## config.mk

```make
export PLATFORM = sky130hd
export DESIGN_NAME = rtd_tamper
export DESIGN_NICKNAME = d
export VERILOG_FILES = /design/src/include/rtd_pkg.sv /design/src/logic/rtd_tamper.sv
export VERILOG_INCLUDE_DIRS = /design/src /design/src/include
export SDC_FILE = /design/constraint.sdc
export NUM_CORES = 1
export LEC_CHECK = 0
export ABC_AREA = 1
export BUFFER_PORTS_ARGS = -buffer_cell sky130_fd_sc_hd__buf_2
export CORE_MARGIN = 2
export CORE_UTILIZATION = 56
export CTS_CLUSTER_DIAMETER = 80
export DETAILED_ROUTE_END_ITERATION = 10
export GPL_TIMING_DRIVEN = 0
export PLACE_DENSITY_LB_ADDON = 0.25
export SYNTH_ARGS = -nofsm -noshare
export SYNTH_HDL_FRONTEND = slang
export SYNTH_SLANG_ARGS = --single-unit
```

## constraint.sdc

```tcl
create_clock -name clk_i -period 7.1 [get_ports clk_i]
set_input_delay 0.71 -clock clk_i [delete_from_list [all_inputs] [get_ports clk_i]]
set_output_delay 0.71 -clock clk_i [all_outputs]
set_load 0.03 [all_outputs]
```

## src/include/rtd_defines.svh

```systemverilog
// Register map, unlock keys and reset values of the tamper detector
// What this block does
// - Per-input level bit selects active pin level
// - Detection only on inputs whose enable is set
// - Interrupt only while common interrupt enable set
// - Precharge-off clear: weak pull-up before each sample
// - Pull-up lasts 1, 2, 4 or 8 cycles
// - Precharge length ignored when precharge is off
// - Event after 1, 2, 4 or 8 active samples
// - Sample rate is kernel clock / (32768 >> code)
// - Control registers cleared by power-on reset only
// - Control writes need the unlock key sequence
`ifndef RTD_DEFINES_SVH
`define RTD_DEFINES_SVH

// Register indices; byte address is four times the index
`define RTD_IDX_TCR1   8'h2C
`define RTD_IDX_TCR2   8'h2D
`define RTD_IDX_STAT   8'h2E
`define RTD_IDX_MASK   8'h2F
`define RTD_IDX_KEY    8'h30

`define RTD_TCR_RESET  8'h00
`define RTD_TCR1_WMASK 8'h7F
`define RTD_FLAG_W     3
`define RTD_FLAG_RESET 3'h0

// Unlock keys, values arbitrary
`define RTD_KEY_FIRST  8'hA5
`define RTD_KEY_SECOND 8'h5A

// Slowest sampling divider
`define RTD_DIV_MAX    16'h8000
`define RTD_CNT_RESET  16'h0000
`define RTD_FCNT_RESET 4'h0

`endif

```

## src/include/rtd_pkg.sv

```systemverilog
// Types shared by the tamper detector
package rtd_pkg;

  typedef struct packed {
    logic rsvd;
    logic input3_active_level;
    logic input3_detect_enable;
    logic input2_active_level;
    logic input2_detect_enable;
    logic input1_active_level;
    logic input1_detect_enable;
    logic intrusion_irq_enable;
  } rtd_tcr1_t;

  typedef struct packed {
    logic       precharge_off;
    logic [1:0] precharge_length;
    logic [1:0] sample_filter_count;
    logic [2:0] sample_rate_select;
  } rtd_tcr2_t;

  typedef enum logic [1:0] {
    RTD_LOCKED,
    RTD_KEY1_SEEN,
    RTD_UNLOCKED
  } rtd_lock_t;

endpackage

```

## src/logic/rtd_tamper.sv

```systemverilog
// Tamper detector with APB register access
//
// The APB slave port is this design's own decision.
`include "rtd_defines.svh"

module rtd_tamper (
  input  wire logic        clk_i,
  input  wire logic        reset_i,
  input  wire logic        por_i,
  input  wire logic        psel_i,
  input  wire logic        penable_i,
  input  wire logic        pwrite_i,
  input  wire logic [11:0] paddr_i,
  input  wire logic [31:0] pwdata_i,
  output logic      [31:0] prdata_o,
  output logic             pready_o,
  output logic             pslverr_o,
  input  wire logic [2:0]  intrusion_pin_i,
  output logic      [2:0]  pullup_en_o,
  output logic             irq_o
);

  function automatic logic hit(input logic [11:0] a, input logic [7:0] idx);
    hit = (a[11:2] == {2'b00, idx}) && (a[1:0] == 2'b00);
  endfunction

  function automatic logic [15:0] period(input logic [2:0] s);
    period = `RTD_DIV_MAX >> s;
  endfunction

  function automatic logic [3:0] pow2(input logic [1:0] c);
    pow2 = 4'h1 << c;
  endfunction

  rtd_pkg::rtd_tcr1_t tcr1_q, tcr1_d;
  rtd_pkg::rtd_tcr2_t tcr2_q, tcr2_d;
  rtd_pkg::rtd_lock_t lock_q, lock_d;
  logic [2:0]  flag_q, flag_d, mask_q, mask_d, evt;
  logic [2:0]  en, lvl;
  logic [15:0] cnt_q, cnt_d, per;
  logic [3:0]  fcnt_q [3];
  logic [3:0]  fcnt_d [3];
  logic [3:0]  need, plen;
  logic        tick, sys_rst;
  logic        pready_q, pready_d, pslverr_q, pslverr_d;
  logic [31:0] prdata_q, prdata_d;
  logic        pull_win;
  logic [2:0]  pull_q, pull_d;
  logic        irq_q, irq_d;
  logic [3:0]  pull_run_q, pull_run_d;
  logic        wr, wr_tcr1, wr_tcr2, wr_stat, wr_mask, wr_key, mapped;

  assign sys_rst = reset_i || por_i;
  assign en  = {tcr1_q.input3_detect_enable, tcr1_q.input2_detect_enable,
                tcr1_q.input1_detect_enable};
  assign lvl = {tcr1_q.input3_active_level, tcr1_q.input2_active_level,
                tcr1_q.input1_active_level};

  // Bus decode: answer comes one cycle into the access phase
  always_comb
  begin
    mapped  = hit(paddr_i, `RTD_IDX_TCR1) || hit(paddr_i, `RTD_IDX_TCR2) ||
              hit(paddr_i, `RTD_IDX_STAT) || hit(paddr_i, `RTD_IDX_MASK) ||
              hit(paddr_i, `RTD_IDX_KEY);
    // A transfer that ends on a reset edge must not touch the control regs
    wr      = psel_i && penable_i && pready_q && pwrite_i && !sys_rst;
    wr_tcr1 = wr && hit(paddr_i, `RTD_IDX_TCR1);
    wr_tcr2 = wr && hit(paddr_i, `RTD_IDX_TCR2);
    wr_stat = wr && hit(paddr_i, `RTD_IDX_STAT);
    wr_mask = wr && hit(paddr_i, `RTD_IDX_MASK);
    wr_key  = wr && hit(paddr_i, `RTD_IDX_KEY);
    pready_d  = psel_i && penable_i && !pready_q;
    pslverr_d = pready_d && !mapped;
    prdata_d  = 32'h0000_0000;
    if (pready_d && !pwrite_i)
    begin
      if (hit(paddr_i, `RTD_IDX_TCR1))
        prdata_d[7:0] = tcr1_q;
      else if (hit(paddr_i, `RTD_IDX_TCR2))
        prdata_d[7:0] = tcr2_q;
      else if (hit(paddr_i, `RTD_IDX_STAT))
        prdata_d[2:0] = flag_q;
      else if (hit(paddr_i, `RTD_IDX_MASK))
        prdata_d[2:0] = mask_q;
      else if (hit(paddr_i, `RTD_IDX_KEY))
        prdata_d[0] = (lock_q == rtd_pkg::RTD_UNLOCKED);
    end
  end

  // Unlock sequence; any wrong key write locks again
  always_comb
  begin
    lock_d = lock_q;
    if (wr_key)
    begin
      case (lock_q)
        rtd_pkg::RTD_LOCKED:
          lock_d = (pwdata_i[7:0] == `RTD_KEY_FIRST) ?
                   rtd_pkg::RTD_KEY1_SEEN : rtd_pkg::RTD_LOCKED;
        rtd_pkg::RTD_KEY1_SEEN:
          lock_d = (pwdata_i[7:0] == `RTD_KEY_SECOND) ?
                   rtd_pkg::RTD_UNLOCKED : rtd_pkg::RTD_LOCKED;
        rtd_pkg::RTD_UNLOCKED:
          lock_d = rtd_pkg::RTD_LOCKED;
        default:
          lock_d = rtd_pkg::RTD_LOCKED;
      endcase
    end
  end

  // Control registers, guarded by the unlock state
  always_comb
  begin
    tcr1_d = tcr1_q;
    tcr2_d = tcr2_q;
    if (wr_tcr1 && lock_q == rtd_pkg::RTD_UNLOCKED)
      tcr1_d = pwdata_i[7:0] & `RTD_TCR1_WMASK;
    if (wr_tcr2 && lock_q == rtd_pkg::RTD_UNLOCKED)
      tcr2_d = pwdata_i[7:0];
  end

  // Sampling divider and precharge window
  always_comb
  begin
    per  = period(tcr2_q.sample_rate_select);
    tick = cnt_q >= per - 16'h0001;
    cnt_d = tick ? `RTD_CNT_RESET : cnt_q + 16'h0001;
    plen = pow2(tcr2_q.precharge_length);
    // Pull-up covers the last plen counts before the sample
    pull_win = cnt_d >= per - {12'h000, plen};
    pull_d = (tcr2_q.precharge_off ? 3'h0 : {3{pull_win}}) & en;
    // Length of the running pull-up pulse on pin one, read by checks only
    if (!pull_q[0])
      pull_run_d = 4'h0;
    else if (pull_run_q != 4'hF)
      pull_run_d = pull_run_q + 4'h1;
    else
      pull_run_d = pull_run_q;
  end

  // Consecutive-sample filter per input
  always_comb
  begin
    need = pow2(tcr2_q.sample_filter_count);
    evt  = 3'h0;
    for (int i = 0; i < 3; i++)
    begin
      fcnt_d[i] = fcnt_q[i];
      if (!en[i])
        fcnt_d[i] = `RTD_FCNT_RESET;
      else if (tick)
      begin
        if (intrusion_pin_i[i] != lvl[i])
          fcnt_d[i] = `RTD_FCNT_RESET;
        else if (fcnt_q[i] < need)
        begin
          fcnt_d[i] = fcnt_q[i] + 4'h1;
          evt[i]    = (fcnt_q[i] + 4'h1) == need;
        end
        else
          fcnt_d[i] = need;
      end
    end
  end

  // Sticky flags: a new event wins over a same-cycle clear
  always_comb
  begin
    flag_d = flag_q;
    mask_d = mask_q;
    if (wr_stat)
      flag_d = flag_q & ~pwdata_i[2:0];
    flag_d = flag_d | evt;
    if (wr_mask)
      mask_d = pwdata_i[2:0];
    irq_d = tcr1_q.intrusion_irq_enable && |(flag_d & mask_d);
  end

  // Control registers survive a system reset
  always_ff @(posedge clk_i)
  begin
    if (por_i)
    begin
      tcr1_q <= `RTD_TCR_RESET;
      tcr2_q <= `RTD_TCR_RESET;
    end
    else
    begin
      tcr1_q <= tcr1_d;
      tcr2_q <= tcr2_d;
    end
  end

  always_ff @(posedge clk_i)
  begin
    if (sys_rst)
    begin
      lock_q    <= rtd_pkg::RTD_LOCKED;
      flag_q    <= `RTD_FLAG_RESET;
      mask_q    <= `RTD_FLAG_RESET;
      cnt_q     <= `RTD_CNT_RESET;
      pull_q    <= 3'h0;
      irq_q     <= 1'b0;
      pull_run_q <= 4'h0;
      pready_q  <= 1'b0;
      pslverr_q <= 1'b0;
      prdata_q  <= 32'h0000_0000;
      for (int i = 0; i < 3; i++)
        fcnt_q[i] <= `RTD_FCNT_RESET;
    end
    else
    begin
      lock_q    <= lock_d;
      flag_q    <= flag_d;
      mask_q    <= mask_d;
      cnt_q     <= cnt_d;
      pull_q    <= pull_d;
      irq_q     <= irq_d;
      pull_run_q <= pull_run_d;
      pready_q  <= pready_d;
      pslverr_q <= pslverr_d;
      prdata_q  <= prdata_d;
      for (int i = 0; i < 3; i++)
        fcnt_q[i] <= fcnt_d[i];
    end
  end

  assign prdata_o    = prdata_q;
  assign pready_o    = pready_q;
  assign pslverr_o   = pslverr_q;
  assign pullup_en_o = pull_q;
  assign irq_o       = irq_q;
endmodule

```

# Word-level counts from Yosys, hierarchy flattened
# Memories as Yosys holds them, arrays and structs flattened.
# Index checks and enable logic that the tools add are counted.
# word_totals
reg_bits	77
mem_bits_rw	12
in_bits	53
out_inout_bits	38
wordCells	137
n_memories	1
# classes
n_addsub	6
magnitude_cmp	5
eq_ne	15
shift	3
n_mux	44
n_bitwise	9
n_reduce_logical	33
# mem_list
memory	words	word_bits	read_ports	rd_ports_with_merged_regs	write_ports	line_no	source
fcnt_q	3	4	3	0	3	rtd_tamper.sv:41	logic [3:0] fcnt_q [3];
# op_table
operator	count
4-bit two-way mux	15
10-bit by 6-bit == test with 1-bit output (second input constant)	5
16-bit greater-or-equal comparator	2
1-bit logical AND	20
1-bit two-way mux	18
16-bit by 1-bit adder with 16-bit output (second input constant)	1
16-bit two-way mux	1
16-bit by 3-bit >> shifter with 16-bit output (first input constant)	1
16-bit by 1-bit subtractor with 16-bit output (second input constant)	1
16-bit by 4-bit subtractor with 16-bit output	1
3-bit two-way mux	5
4-bit by 1-bit adder with 4-bit output (second input constant)	3
4-bit == test	3
4-bit < comparator	3
3-bit bitwise AND	3
8-bit by 7-bit == test with 1-bit output (second input constant)	1
8-bit == test (second input constant)	1
8-bit two-way mux	1
1-bit by 2-bit << shifter with 4-bit output (first input constant)	2
1-bit logical OR	5
5-bit two-way mux	1
1-bit zero test	4
2-bit zero test	2
2-bit two-way mux	2
10 further kinds	14

# Longest topological paths before layout
# An unclocked memory read counts as a cell.
# depth
word_depth	11
ltp_mapped	28
ltp_nobuf	28

# Worst setup path before layout
# OpenSTA, ideal clock, no wires.
# synth_path
kind	reg-to-reg
start	register tcr2_q[2] in the netlist's numbering
end	register pull_q[0], in the netlist pullup_en_o[0]
setup_ns	0.117
t_arrival_ns	3.409
t_required_ns	6.983
setup_slack_ns	3.574
path_stages_with_launch	27
n_path_buf	2
period_less_slack_ns	3.526
cell_sequence	dfxtp_1 > inv_1 > nor2_1 > inv_1 > ha_1 > inv_1 > nor2_1 > xor2_1 > ha_1 > nand2_1 > inv_1 > nand2_1 > nor2_1 > nand2_1 > nand3_1 > buf_2 > buf_2 > nor2_1 > ha_1 > a21oi_1 > nor2_1 > a211oi_1 > nand2_1 > nand2_1 > nand2_1 > nand2_1 > nor2_1
# synth_between
elab_chain_len	7
word_cells_on_any_way	8
cone_classes	add/sub (2); order compare (2); shift (1); mux (2); bitwise (1)
# synth_rtl
element	line_no	source
start: declaration	rtd_tamper.sv:36	rtd_pkg::rtd_tcr2_t tcr2_q, tcr2_d;
start signal: assignment	rtd_tamper.sv:185	tcr2_q <= `RTD_TCR_RESET;
start signal: assignment	rtd_tamper.sv:190	tcr2_q <= tcr2_d;
16-bit by 3-bit >> shifter with 16-bit output (no source line)	-	
16-bit by 1-bit subtractor with 16-bit output	rtd_tamper.sv:126	tick = cnt_q >= per - 16'h0001;
16-bit greater-or-equal comparator	rtd_tamper.sv:126	
16-bit two-way mux	rtd_tamper.sv:127	cnt_d = tick ? `RTD_CNT_RESET : cnt_q + 16'h0001;
via cnt_d[5]	rtd_tamper.sv:40	logic [15:0] cnt_q, cnt_d, per;
16-bit greater-or-equal comparator	rtd_tamper.sv:130	pull_win = cnt_d >= per - {12'h000, plen};
3-bit two-way mux	rtd_tamper.sv:131	pull_d = (tcr2_q.precharge_off ? 3'h0 : {3{pull_win}}) & en;
3-bit bitwise AND	rtd_tamper.sv:131	
end signal: assignment	rtd_tamper.sv:217	pull_q <= pull_d;
end: declaration	rtd_tamper.sv:48	logic [2:0] pull_q, pull_d;
# The timed path passes the listed nets, and every way through them passes these cells.
# A chain may end at the register's enable or synchronous reset.

# Final worst setup path
# layout_path
start	register tcr2_q[2] in the netlist's numbering
end	register pull_q[1], in the netlist pullup_en_o[1]
# Same word-level chain as after synthesis.

==> metrics.txt <==
Crit Path Max Fanout=10; clock buffer count from CTS=9; Max-cap violations=0; Initial Util=0.5719; Synth Register Bits=65; Post-DRT Antenna Nets=0; WP data required=7.34 ns; YS warnings=0; Seq/Total Area, Yosys=0.2812; chip width=94.91 um; fin cells=between 800 and 900; Setup Skew=~0.018 ns; share of synthesized registers carrying an async set or reset=0; status=complete, no violations; placed insts=between 800 and 900; number of synthesized flops with an enable pin=0; Area Overhead vs Synth=13.79%; average vias per placed instance=about 5.2; Routed WL per cell=roughly 13 um; num rows=33; final WL=~11 mm; ys flop type=dfxtp_1; GPL Wtd Cong=0.9447; All-Layer GR Usage=0.2584; 1st-pass router iterations=5; Tcrit/Tclk final=0.6223; Vias=roughly 4,500; Syn Area/Cell=6.737 um2; Final HPWL DP=about 8.6 mm; Power, Total=0.0007602 W; post-CTS sizing=0; vias in the first global route=4,107; full die area=between 9000 and 10,000 um2; Final setup viols=0; Antenna Cells=0; initial DRC count=~290; min cycle time layout=roughly 4.4 ns; Clock transition at path regs=roughly 0.080 ns; headroom to the max-slew limit=0.6131; Post-route DRC=0; Critical Path AT=4.66 ns; LEAKAGE=roughly 2.6 nW; largest net degree at the start of global routing=13; DR WL met2=between 5 and 6 mm; initial antenna violation count=0; Startpoint Class=flop; I/O pin count=91; fraction of layout instances using a drive strength above 1=0.1325; VDD IR-drop max=0.09618 mV; Synth Instances=between 600 and 700; Final Slew Violations=0; IO Port Bufs=just over 40; synth cell count leaders=nand2_1, inv_1, nor2_1; Crit. End Element=flop; Clock Sink Count=between 60 and 70; Pwr Density=about 140 nW/um2; Synth area leader=dfxtp_1; Fin. Hold Viols=0; core footprint=just over 8000 um2; fmax=0.2263 GHz; worst hold path type=reg -> reg; Synth top area share=0.2812; gr ovfl total=0; TritonCTS clock tree=built; WL met3=between 500 and 600 um; Hold Buf Count CTS=0; Cell variety after synth=35; top-count cell post-synth=nand2_1; Synth Cell Area=~4600 um2; Vert. Die Dim=~95 um; Synth area leaders=dfxtp_1, nand2_1, ha_1; first-pass GRT wire length=between 15 and 20 mm; Max Used Layer=met4; Setup CP Type=reg -> reg; H-tree lvl count=3; Root Buffer=clkbuf_8; Least-Margin Pin Slew=approximately 0.58 ns; Final nets=860; post-CTS setup buffers=0; clk_lat worst skew=approximately 0.37 ns; post-route setup TNS=0 ns; met1 wire length=5.046 mm; CTS max path bufs=2; RSZ-0062 raised after global routing=false
[kinds of logic after synthesis]
group                      count (synthesis)  synth area share
and+or+nand+nor                          325            0.3095
buffers and inverters                    135            0.1346
AOI/OAI and AO/OA                         96            0.1179
DFF                                       65            0.2812
adders and majority gates                 42            0.1135
xor gates and xnor gates                  22           0.04163
other                                      2          0.001623
[sequential cells by signal (all words and copies together), names as in the netlist, 2 cells and up]
signal and cells:
mask_q 3, en 3, pullup_en_o 3, lock_q 2, prdata_o 8, flag_q 3, cnt_q 16, fcnt_q 12
lvl 3, tcr2_q 8
[stage by stage]
step | hold slack, ns | cell area [um2] | worst slack, ns | utilization
after floorplan | 0.4387 | 4726 | 3.574 | -
after global placement | 0.4739 | 5062 | 2.865 | 0.6255
after detailed placement | 0.4792 | 5062 | 2.799 | 0.6255
after CTS | 0.4873 | 5266 | 2.691 | 0.6507
after global routing | 0.5228 | 5266 | 2.277 | 0.6507
final | 0.4905 | 5266 | 2.682 | 0.6507
[power breakdown]
part           total (W)  switching (W)  internal (W)
Clock           0.000335       0.000162      0.000173
Combinational  0.0000599      0.0000396     0.0000203
Sequential      0.000366    0.000000490      0.000365
Total           0.000760       0.000202      0.000558
[worst max-delay path, stage by stage, from the launching register on]
cell      delay, ns
dfxtp_1        0.50
inv_1          0.19
nor2_1         0.27
inv_1          0.12
ha_1           0.24
inv_1          0.10
nor2_1         0.06
xor2_1         0.16
ha_1           0.29
nand2_1        0.04
inv_1          0.06
nand2_1        0.06
nor2_1         0.10
nand2_1        0.07
nand3_1        0.30
buf_2          0.30
buf_2          0.24
nor2_1         0.08
ha_1           0.31
a21oi_1        0.14
nor2_1         0.05
a211oi_1       0.21
nand2_1        0.09
nand2_1        0.07
nand2_1        0.06
nand2_1        0.13
nor2_1         0.06
[cell usage in the layout (no fill, tap or decap), drive strengths merged, types with 15 or more instances in the layout]
cell,n
nand2,157
inv,99
nor2,73
buf,71
dfxtp,65
a21oi,50
ha,42
nand3,41
conb,28
nor3,27
o21ai,24
clkbuf,17
xor2,15
[cell type report]
| type | count | area [um2] |
|---|---|---|
| plain buffers | 37 | 255.2 |
| inverters | 98 | 367.9 |
| clock inverters | 6 | 66.31 |
| well taps | 105 | 131.4 |
| repair buffers | 41 | 205.2 |
| multi-input cells | 513 | 2801 |
| flip-flops and latches | 65 | 1301 |
| clock buffers | 10 | 137.6 |
| fillers | 791 | 2826 |
[path summary, 6_finish.rpt]
kind              from        endpoint  slack [ns]  cells after the start
max          tcr2_q[2]  pullup_en_o[1]        2.68                     26
min reg2reg  tcr2_q[7]     prdata_o[7]        0.49                      2
min          tcr2_q[7]     prdata_o[7]        0.49                      2
max reg2reg  tcr2_q[2]  pullup_en_o[1]        2.68                     26
[metal layers]
layer / vias up / GRT usage
met5: - / 0
met4: 0 / 0.08816
met3: 24 / 0.05028
met2: 113 / 0.4267
met1: 2056 / 0.3373
li1: 2353 / -
Note: power is estimated with default switching activity, not from simulation.
